===== src/logic/cbr_sched_regs.vh =====
// constants for the rate-strobe list scheduler and reset sequencer
`ifndef CBR_SCHED_REGS_VH
`define CBR_SCHED_REGS_VH
`define LONG_HIGH_CYCLES 4'd8
`define RESET_IN_HOLD 4'd8
`define INTERNAL_RESET_CYCLES 13'd8191
`define START_CMD_CODE 8'h0c
`define NUM_OUTPUTS 8
`define LIST_ENTRIES 8192
`define SERVICE_WAIT_MAX 7'd65
`endif


===== src/logic/cbr_list_scheduler_reset.v =====
// rate-strobe list scheduler for priorities 3 and 2 with reset sequencing
`timescale 1ns/10ps
`default_nettype none
`include "cbr_sched_regs.vh"
// Summary of operation
// - two strobes, priority 3 and 2, sharing one list head and length for the one output (0-7) set by out_sel
// - schedule one cell per strobe falling edge once prior cell finished
// - each list holds up to 8191 entries, walked in link order from head
// - strobe high eight or more clocks after a full pass returns pointer to list head
// - slow strobes high over 8 clocks schedule exactly one cell per fall
// - after the last connection the pointer wraps to the first
// - 8191 clocks of internal reset before acknowledge shows completion
// - reset output stays high until the start command arrives
// - start command 0c enables the device after initialization
// - next cell waits until the previous one has been serviced
// - long high restarts list only when every connection was serviced
module cbr_list_scheduler_reset #(
	parameter PW = 13,
	parameter INIT_CYCLES = 8191
) (
	input wire clk,
	input wire sys_rst,
	input wire reset_in,
	input wire rate_strobe_prio3,
	input wire rate_strobe_prio2,
	input wire [2:0] out_sel,
	input wire [PW-1:0] list_head,
	input wire [PW-1:0] list_len,
	input wire [PW-1:0] link_next_p3,
	input wire [PW-1:0] link_next_p2,
	input wire serviced_p3,
	input wire serviced_p2,
	input wire cmd_valid,
	input wire [7:0] cmd_code,
	output reg reset_out,
	output reg reset_ack,
	output reg enabled,
	output reg sched_p3,
	output reg sched_p2,
	output reg [PW-1:0] conn_ptr_p3,
	output reg [PW-1:0] conn_ptr_p2,
	output reg [2:0] sched_out
);
	localparam ST_IDLE = 2'd0;
	localparam ST_INIT = 2'd1;
	localparam ST_WAIT_START = 2'd2;
	localparam ST_RUN = 2'd3;
	reg [1:0] state_ff;
	reg [1:0] nxt_state;
	reg rin1_ff;
	reg rin2_ff;
	reg [12:0] init_cnt_ff;
	reg [2:0] out_ff;
	reg [PW-1:0] head_ff;
	reg [PW-1:0] len_ff;
	wire run;
	wire run_next;
	wire ack_next;
	wire init_last;
	wire start_cmd;
	wire [1:0] strobe_pins;
	wire [1:0] serviced_bus;
	wire [2*PW-1:0] link_bus;
	wire [2*PW-1:0] ptr_bus;
	wire [1:0] pulse;
	genvar g;
	assign run = state_ff == ST_RUN;
	assign start_cmd = cmd_valid && cmd_code == `START_CMD_CODE;
	assign init_last = init_cnt_ff == INIT_CYCLES[12:0] - 13'd1;
	// flags follow the next state, gated so a fresh reset_in wins at once
	assign run_next = !rin2_ff && nxt_state == ST_RUN;
	assign ack_next = !rin2_ff && (nxt_state == ST_WAIT_START || nxt_state == ST_RUN);
	// index 1 carries priority 3, index 0 priority 2
	assign strobe_pins = {rate_strobe_prio3, rate_strobe_prio2};
	assign serviced_bus = {serviced_p3, serviced_p2};
	assign link_bus = {link_next_p3, link_next_p2};
	// list setup is latched in the idle states; one output shared by both walkers at a time
	always @(posedge clk)
	begin
		if (sys_rst)
			out_ff <= 3'd0;
		else if (!run)
			out_ff <= out_sel;
	end
	// head and length frozen while running so a pass never sees them move
	always @(posedge clk)
	begin
		if (sys_rst)
		begin
			head_ff <= {PW{1'b0}};
			len_ff <= {PW{1'b0}};
		end
		else if (!run)
		begin
			head_ff <= list_head;
			len_ff <= list_len;
		end
	end
	// both walkers share the latched head and length
	generate
		for (g = 0; g < 2; g = g + 1)
		begin : gen_walk
			strobe_list_walker #(.PW(PW)) walk (
				.clk(clk),
				.sys_rst(sys_rst),
				.enable(run),
				.strobe_pin(strobe_pins[g]),
				.list_head(head_ff),
				.link_next(link_bus[g*PW +: PW]),
				.list_len(len_ff),
				.cell_serviced(serviced_bus[g]),
				.sched_pulse_ff(pulse[g]),
				.conn_ptr_ff(ptr_bus[g*PW +: PW]),
				.busy_ff(),
				.restart_ff()
			);
		end
	endgenerate
	always @*
	begin
		nxt_state = state_ff;
		case (state_ff)
			ST_IDLE:
			begin
				if (!rin2_ff)
					nxt_state = ST_INIT;
			end
			ST_INIT:
			begin
				if (init_last)
					nxt_state = ST_WAIT_START;
			end
			ST_WAIT_START:
			begin
				if (start_cmd)
					nxt_state = ST_RUN;
			end
			ST_RUN:
			begin
				nxt_state = ST_RUN;
			end
			default:
			begin
				nxt_state = ST_IDLE;
			end
		endcase
	end
	// pin synchroniser; reset value high keeps the sequence idle until reset_in is seen low
	always @(posedge clk)
	begin
		if (sys_rst)
		begin
			rin1_ff <= 1'b1;
			rin2_ff <= 1'b1;
		end
		else
		begin
			rin1_ff <= reset_in;
			rin2_ff <= rin1_ff;
		end
	end
	// reset_in high restarts the whole sequence; holding time is the driver's job
	always @(posedge clk)
	begin
		if (sys_rst)
			state_ff <= ST_IDLE;
		else if (rin2_ff)
			state_ff <= ST_IDLE;
		else
			state_ff <= nxt_state;
	end
	// counter runs only in its state, so any reset_in pulse restarts the full count
	always @(posedge clk)
	begin
		if (sys_rst)
			init_cnt_ff <= 13'd0;
		else if (state_ff == ST_INIT && !rin2_ff)
			init_cnt_ff <= init_cnt_ff + 13'd1;
		else
			init_cnt_ff <= 13'd0;
	end
	always @(posedge clk)
	begin
		if (sys_rst)
			reset_ack <= 1'b0;
		else
			reset_ack <= ack_next;
	end
	// reset_out and enabled are complements, both released by the start command
	always @(posedge clk)
	begin
		if (sys_rst)
		begin
			reset_out <= 1'b1;
			enabled <= 1'b0;
		end
		else
		begin
			reset_out <= !run_next;
			enabled <= run_next;
		end
	end
	// outputs sit one register behind the walkers so pulse and pointer line up
	always @(posedge clk)
	begin
		if (sys_rst)
		begin
			sched_p3 <= 1'b0;
			sched_p2 <= 1'b0;
			conn_ptr_p3 <= {PW{1'b0}};
			conn_ptr_p2 <= {PW{1'b0}};
			sched_out <= 3'd0;
		end
		else
		begin
			sched_p3 <= pulse[1];
			sched_p2 <= pulse[0];
			conn_ptr_p3 <= ptr_bus[2*PW-1:PW];
			conn_ptr_p2 <= ptr_bus[PW-1:0];
			sched_out <= out_ff;
		end
	end
endmodule
`default_nettype wire


===== src/logic/strobe_list_walker.v =====
// one rate strobe: edge detect, long-high detect, list pointer walk
`timescale 1ns/10ps
`default_nettype none
`include "cbr_sched_regs.vh"
module strobe_list_walker #(
	parameter PW = 13
) (
	input wire clk,
	input wire sys_rst,
	input wire enable,
	input wire strobe_pin,
	input wire [PW-1:0] list_head,
	input wire [PW-1:0] link_next,
	input wire [PW-1:0] list_len,
	input wire cell_serviced,
	output reg sched_pulse_ff,
	output reg [PW-1:0] conn_ptr_ff,
	output reg busy_ff,
	output reg restart_ff
);
	reg sync1_ff;
	reg sync2_ff;
	reg prev_ff;
	reg [3:0] high_cnt_ff;
	reg [PW:0] done_cnt_ff;
	wire fall;
	wire long_high;
	wire all_done;
	assign fall = prev_ff & ~sync2_ff;
	// count saturates so a very long high restarts only once
	assign long_high = sync2_ff && high_cnt_ff == `LONG_HIGH_CYCLES - 4'd1;
	assign all_done = done_cnt_ff >= {1'b0, list_len};
	always @(posedge clk)
	begin
		if (sys_rst)
		begin
			sync1_ff <= 1'b0;
			sync2_ff <= 1'b0;
			prev_ff <= 1'b0;
			high_cnt_ff <= 4'd0;
			done_cnt_ff <= {(PW+1){1'b0}};
			sched_pulse_ff <= 1'b0;
			conn_ptr_ff <= {PW{1'b0}};
			busy_ff <= 1'b0;
			restart_ff <= 1'b0;
		end
		else
		begin
			sync1_ff <= strobe_pin;
			sync2_ff <= sync1_ff;
			prev_ff <= sync2_ff;
			sched_pulse_ff <= 1'b0;
			restart_ff <= 1'b0;
			if (!sync2_ff)
				high_cnt_ff <= 4'd0;
			else if (high_cnt_ff != `LONG_HIGH_CYCLES)
				high_cnt_ff <= high_cnt_ff + 4'd1;
			if (busy_ff && cell_serviced)
			begin
				busy_ff <= 1'b0;
				if (all_done)
					conn_ptr_ff <= list_head;
				else
					conn_ptr_ff <= link_next;
			end
			if (!enable)
			begin
				conn_ptr_ff <= list_head;
				done_cnt_ff <= {(PW+1){1'b0}};
			end
			else if (long_high && all_done && !busy_ff)
			begin
				conn_ptr_ff <= list_head;
				done_cnt_ff <= {(PW+1){1'b0}};
				restart_ff <= 1'b1;
			end
			else if (fall && !busy_ff && !all_done)
			begin
				sched_pulse_ff <= 1'b1;
				busy_ff <= 1'b1;
				done_cnt_ff <= done_cnt_ff + {{PW{1'b0}}, 1'b1};
			end
			else if (fall && !busy_ff && all_done)
			begin
				// wrap without a long high: start the next pass at the head
				sched_pulse_ff <= 1'b1;
				busy_ff <= 1'b1;
				done_cnt_ff <= {{PW{1'b0}}, 1'b1};
			end
		end
	end
endmodule
`default_nettype wire


===== config.mk =====
export PLATFORM = sky130hd
export DESIGN_NAME = cbr_list_scheduler_reset
export DESIGN_NICKNAME = d
export VERILOG_FILES = /design/src/logic/cbr_list_scheduler_reset.v /design/src/logic/strobe_list_walker.v
export VERILOG_INCLUDE_DIRS = /design/src /design/src/logic
export SDC_FILE = /design/constraint.sdc
export NUM_CORES = 1
export LEC_CHECK = 0
export BUFFER_PORTS_ARGS = -buffer_cell sky130_fd_sc_hd__clkbuf_2
export CELL_PAD_IN_SITES_DETAIL_PLACEMENT = 0
export CELL_PAD_IN_SITES_GLOBAL_PLACEMENT = 1
export CORE_MARGIN = 5
export CORE_UTILIZATION = 47
export CTS_CLUSTER_DIAMETER = 120
export CTS_CLUSTER_SIZE = 8
export DETAILED_ROUTE_END_ITERATION = 8
export GPL_TIMING_DRIVEN = 0
export PLACE_DENSITY = 0.95
export SETUP_SLACK_MARGIN = 0.4
export SLEW_MARGIN = 25
export SYNTH_ARGS = -nofsm -noshare
export SYNTH_HDL_FRONTEND = slang
export SYNTH_HIERARCHICAL = 1
export SYNTH_SLANG_ARGS = --single-unit

===== constraint.sdc =====
create_clock -name clk -period 3.04 [get_ports clk]
set_input_delay 0.304 -clock clk [delete_from_list [all_inputs] [get_ports clk]]
set_output_delay 0.304 -clock clk [all_outputs]
set_load 0.005 [all_outputs]

### Word level (Yosys, flattened, before mapping)

Cells that the tools add are included.

| storage, ports and cells | value |
|---|---|
| word-level logic and storage cells | 121 |
| output and inout bits | 34 |
| bits of input ports | 71 |
| register bits | 152 |

| cells by class | value |
|---|---|
| equality and inequality tests | 13 |
| reduce and logical (&&, ||, !) cells | 34 |
| magnitude comparators | 2 |
| add/subtract/negate cells | 5 |
| mux-type cells | 30 |
| bitwise logic cells | 6 |

Operators with widths:

| cell | number |
|---|---|
| 13-bit two-way mux | 8 |
| 14-bit two-way mux | 4 |
| 14-bit by 1-bit adder with 14-bit output (second input constant) | 2 |
| 14-bit by 13-bit >= comparator with 1-bit output | 2 |
| 1-bit logical AND | 18 |
| 1-bit two-way mux | 14 |
| 13-bit by 1-bit adder with 13-bit output (second input constant) | 1 |
| 13-bit == test (second input constant) | 1 |
| 4-bit by 1-bit adder with 4-bit output (second input constant) | 2 |
| 2-bit == test (second input constant) | 4 |
| 4-bit by 3-bit == test with 1-bit output (second input constant) | 2 |
| 8-bit by 4-bit == test with 1-bit output (second input constant) | 1 |
| 4-bit inequality test (second input constant) | 2 |
| 2-bit one-hot mux with 4 select lines | 1 |
| 2-bit OR reduction | 4 |
| 1-bit zero test | 6 |
| 2-bit two-way mux | 3 |
| 3-bit OR reduction | 2 |
| 1-bit inverter | 4 |
| 2-bit nonzero test | 2 |
| 3-bit by 1-bit inequality test with 1-bit output (second input constant) | 1 |
| 3-bit inequality test (second input constant) | 1 |
| 1-bit bitwise AND | 2 |
| 2-bit by 1-bit == test with 1-bit output (second input constant) | 1 |
| other kinds (2) | 2 |

### Longest topological paths before layout

| depth | value |
|---|---|
| word-level depth | 8 |
| depth in mapped cells | 9 |
| depth with buffers taken out | 8 |

### By module

Netlist, hierarchy kept.

Modules (own cells, without submodules):

| module | cells an instance | area an instance (um2) | instances |
|---|---|---|---|
| strobe_list_walker | 219 | 2,053.2 | 2 |
| cbr_list_scheduler_reset | 277 | 2,637.5 | 1 |

### Worst setup path after synthesis

OpenSTA, ideal clock, no wires.

| path | value |
|---|---|
| path kind | register to register |
| start point | register len_ff[12] |
| end point | register gen_walk[0].walk.conn_ptr_ff[0] |
| setup time | 0.126 ns |
| path slack | 0.955 ns |
| stages on the path, launching flop included | 9 |
| period minus slack after synthesis | 2.085 ns |
| data arrival time | 1.959 ns |
| path buffers | 1 |
| path through | dfxtp_1 > inv_1 > ha_1 > nand4b_1 > or3_4 > o211ai_4 > buf_12 > mux2i_1 > a21oi_2 |

| between the ends | value |
|---|---|
| word-level cells in the longest chain between the ends | 5 |
| elaborated cells on any way between the ends | 8 |
| classes of those cells | order compare (1); eq/ne (1); mux (4); reduce/logical (2) |

Ends and longest elaborated chain:

| item | RTL line | source |
|---|---|---|
| start: declaration | cbr_list_scheduler_reset.v:55 | `reg [PW-1:0] len_ff;` |
| start signal: assignment | cbr_list_scheduler_reset.v:91 | `len_ff <= {PW{1'b0}};` |
| start signal: assignment | cbr_list_scheduler_reset.v:96 | `len_ff <= list_len;` |
| 14-bit by 13-bit >= comparator with 1-bit output * | strobe_list_walker.v:32 | `assign all_done = done_cnt_ff >= {1'b0, list_len};` |
| 13-bit two-way mux or 1-bit logical AND (tied branches) | strobe_list_walker.v:61, strobe_list_walker.v:71 |  |
| 13-bit two-way mux or 1-bit logical AND (tied branches) | strobe_list_walker.v:58, strobe_list_walker.v:71 |  |
| 13-bit two-way mux | strobe_list_walker.v:71 | `else if (long_high && all_done && !busy_ff)` |
| 13-bit two-way mux | strobe_list_walker.v:66 | `if (!enable)` |
| end signal: assignment | strobe_list_walker.v:62 | `conn_ptr_ff <= list_head;` |
| end signal: assignment | strobe_list_walker.v:68 | `conn_ptr_ff <= list_head;` |
| end signal: assignment | strobe_list_walker.v:73 | `conn_ptr_ff <= list_head;` |
| end: declaration | strobe_list_walker.v:17 | `output reg [PW-1:0] conn_ptr_ff,` |

Every way passes the cells marked *; elsewhere a longest branch is shown, timed or not. The select of a mux whose other input is x is not followed.
A chain may end at the register's enable or synchronous reset.

### Worst setup path after layout

| path | value |
|---|---|
| start point | register len_ff[11] |
| end point | register gen_walk[0].walk.conn_ptr_ff[12] |

The elaborated chain is that of the path after synthesis.

==> metrics.yaml <==
timing.hold.worst.class: "input pin to flop"
vdd.ir_drop.worst_mv: 0.394
insertedDiodeCount: 0
cts_max_path_buffers: 2
detail_route.first_pass.iterations: 4
final_cell_mix: "152 x sky130_fd_sc_hd__dfxtp_1, 104 x sky130_fd_sc_hd__clkbuf_2, 80 x sky130_fd_sc_hd__nand2_1"
number_of_clock_buffers_inserted_by_tritoncts: 17
critical_path_peak_fanout: 10
final_cell_count_no_fill: 1026
critical_path_source_type: "flop"
dp_slack_ps: 648
grt_start_max_net_pins: 20
slew_viol_final: 0
worstSetupEndpointType: "flop"
share_seq_of_total_power_pct: 49.4
run_status: "finished, final reports clean"
p_comb_share_pct: 5.0
p_int_mw: 3.25
ratio_of_cells_with_drive_above_1_in_the_final_layout_pct: 22.7
clock_tree.htree_level_count: 4
vias: 5200
areaGrowthSynthToFinish_pct: 19.3
register_cell_area_after_layout_um2: 3040
yosysWarningCount: 6
initial_core_util_pct: 48.0
multi_input_area_um2: 3300
drtIter0Drc: 380
timing_hold_violations_final: 0
cp_data_arrival_time_ps: 2700
synthesized_netlist_net_count: 816
maxSlewHeadroom_pct: 61.9
timing.rr.start: "len_ff[11]$_SDFFE_PP0N_"
least_margin_pin_slew_ps: 571
port_buffers: 104
fillers: 1254
p_leak_nw: 3.51
globalRoute.totalOverflow: 0
finalClockSkew_ps: 8.75
die_w_um: 129
cts_root_buffer: "sky130_fd_sc_hd__clkbuf_16"
unrepaired_setup_endpoints_after_global_routing: "false"
core_util_final_pct: 57.3
clock_power_share_pct: 45.6
max_freq_ghz: 0.417
syn_area_per_cell_um2: 9.41
syn-cell-area_um2: 6690
holdBufCountCts: 0
power.switching_fraction_pct: 22.7
std_cell_rows: 43
die_height_um: 129
drt_wl_total_mm: 14.7
layout_worst_path_cycle_share_pct: 78.9
setup_viol: 0
tritoncts: "done"
worstSetupPathType: "flop to flop"
setup_ws_ps: 642
grtUsageTotal_pct: 18.2
layout.cells.most_common: "sky130_fd_sc_hd__dfxtp_1"
clkTransAtPathRegs_ps: 60
max_cap_violation_count: 0
post-dp-hpwl_mm: 11.0
vias_per_cell: 5.07
drc: 0
avgRoutedWirePerCell_um: 14.3
setup_tns_ps: 0
power_density_nw_per_um2: 526
cp.required_ps: 3340
io_pins: 105
post-place-cells: 995
worst_hold_startpoint: "reset_in"
antenna_violating_nets_post_route: 0
post_cts_resize_count: 0
p_switching_uw: 952
period_needed_ps: 2400
dieArea_um2: 16700
number_of_post_cts_setup_repair_buffers: 0
design.core.area_um2: 13900
count_of_clock_tree_sinks: 152
gp_congestion: 0.833
crit_start: "len_ff[11]$_SDFFE_PP0N_"
worst_skew_pair.late_latency_ps: 420
antenna_found_initial: 0
synthesis.instances: 711
global_route_wire_length_before_repair_mm: 24.0
timing.hold.ws_ps: 77.4
final_net_count: 939
grt_pass1_vias: 4932
-- final timing paths --
| path | endpoint | slack (ps) | cells past startpoint |
|---|---|---|---|
| worst max-delay path | gen_walk[0].walk/conn_ptr_ff[12]$_SDFFE_PP0P_ | 640 | 8 |
| worst min register to register | rin2_ff$_SDFF_PP1_ | 420 | 1 |
| worst max register to register | gen_walk[0].walk/conn_ptr_ff[12]$_SDFFE_PP0P_ | 640 | 8 |
| worst min-delay path | rin1_ff$_SDFF_PP1_ | 80 | 2 |
-- critical path, cell delays in order (launching register included) --
cell and delay, ps:
sky130_fd_sc_hd__dfxtp_1 360, sky130_fd_sc_hd__inv_1 70, sky130_fd_sc_hd__ha_1 310, sky130_fd_sc_hd__a21o_1 210
sky130_fd_sc_hd__a2111oi_4 580, sky130_fd_sc_hd__o211ai_4 220, sky130_fd_sc_hd__buf_12 200, sky130_fd_sc_hd__mux2i_1 240
sky130_fd_sc_hd__a21oi_2 80
-- layer usage --
layer	global-route usage (%)	wire, um
met3	4.78	785
met2	29.8	6900
met1	23.4	6740
met4	6.05	255
met5	0	0
-- registers in the layout, indices dropped and copies added, names as in the netlist --
signal	count
conn_ptr_p2	13
conn_ptr_p3	13
enabled	1
gen_walk.walk/busy_ff	2
gen_walk.walk/conn_ptr_ff	26
gen_walk.walk/done_cnt_ff	28
gen_walk.walk/high_cnt_ff	8
gen_walk.walk/prev_ff	2
gen_walk.walk/sched_pulse_ff	2
gen_walk.walk/sync1_ff	2
gen_walk.walk/sync2_ff	2
head_ff	13
init_cnt_ff	13
len_ff	13
out_ff	3
reset_ack	1
reset_out	1
rin1_ff	1
rin2_ff	1
sched_out	3
sched_p2	1
sched_p3	1
state_ff	2
-- metrics by stage --
stage | power, mW | cell area [um2]
floorplan | 2.23 | 6690
global placement | 2.32 | 7440
detailed placement | 2.33 | 7440
CTS | 4.24 | 7980
global route | 4.36 | 7980
finish | 4.20 | 7980
-- power by group through the flow --
stage	Sequential, mW	Combinational, mW	Clock [mW]
final	2.07	0.209	1.92
after global routing	2.08	0.236	2.04
after CTS	2.07	0.211	1.95
after detailed placement	2.12	0.209	0
after global placement	2.12	0.207	0
after floorplan	2.11	0.119	0
-- final cells by class --
class / instances / share of cell area, %
tap: 180 / 2.82
sequential: 152 / 38.1
multi-input combinational: 484 / 41.3
clock inverter: 10 / 0.909
timing repair buffer: 104 / 6.52
clock buffer: 21 / 5.89
buffer: 30 / 2.29
inverter: 45 / 2.12
(Power assumes the default switching activity.)
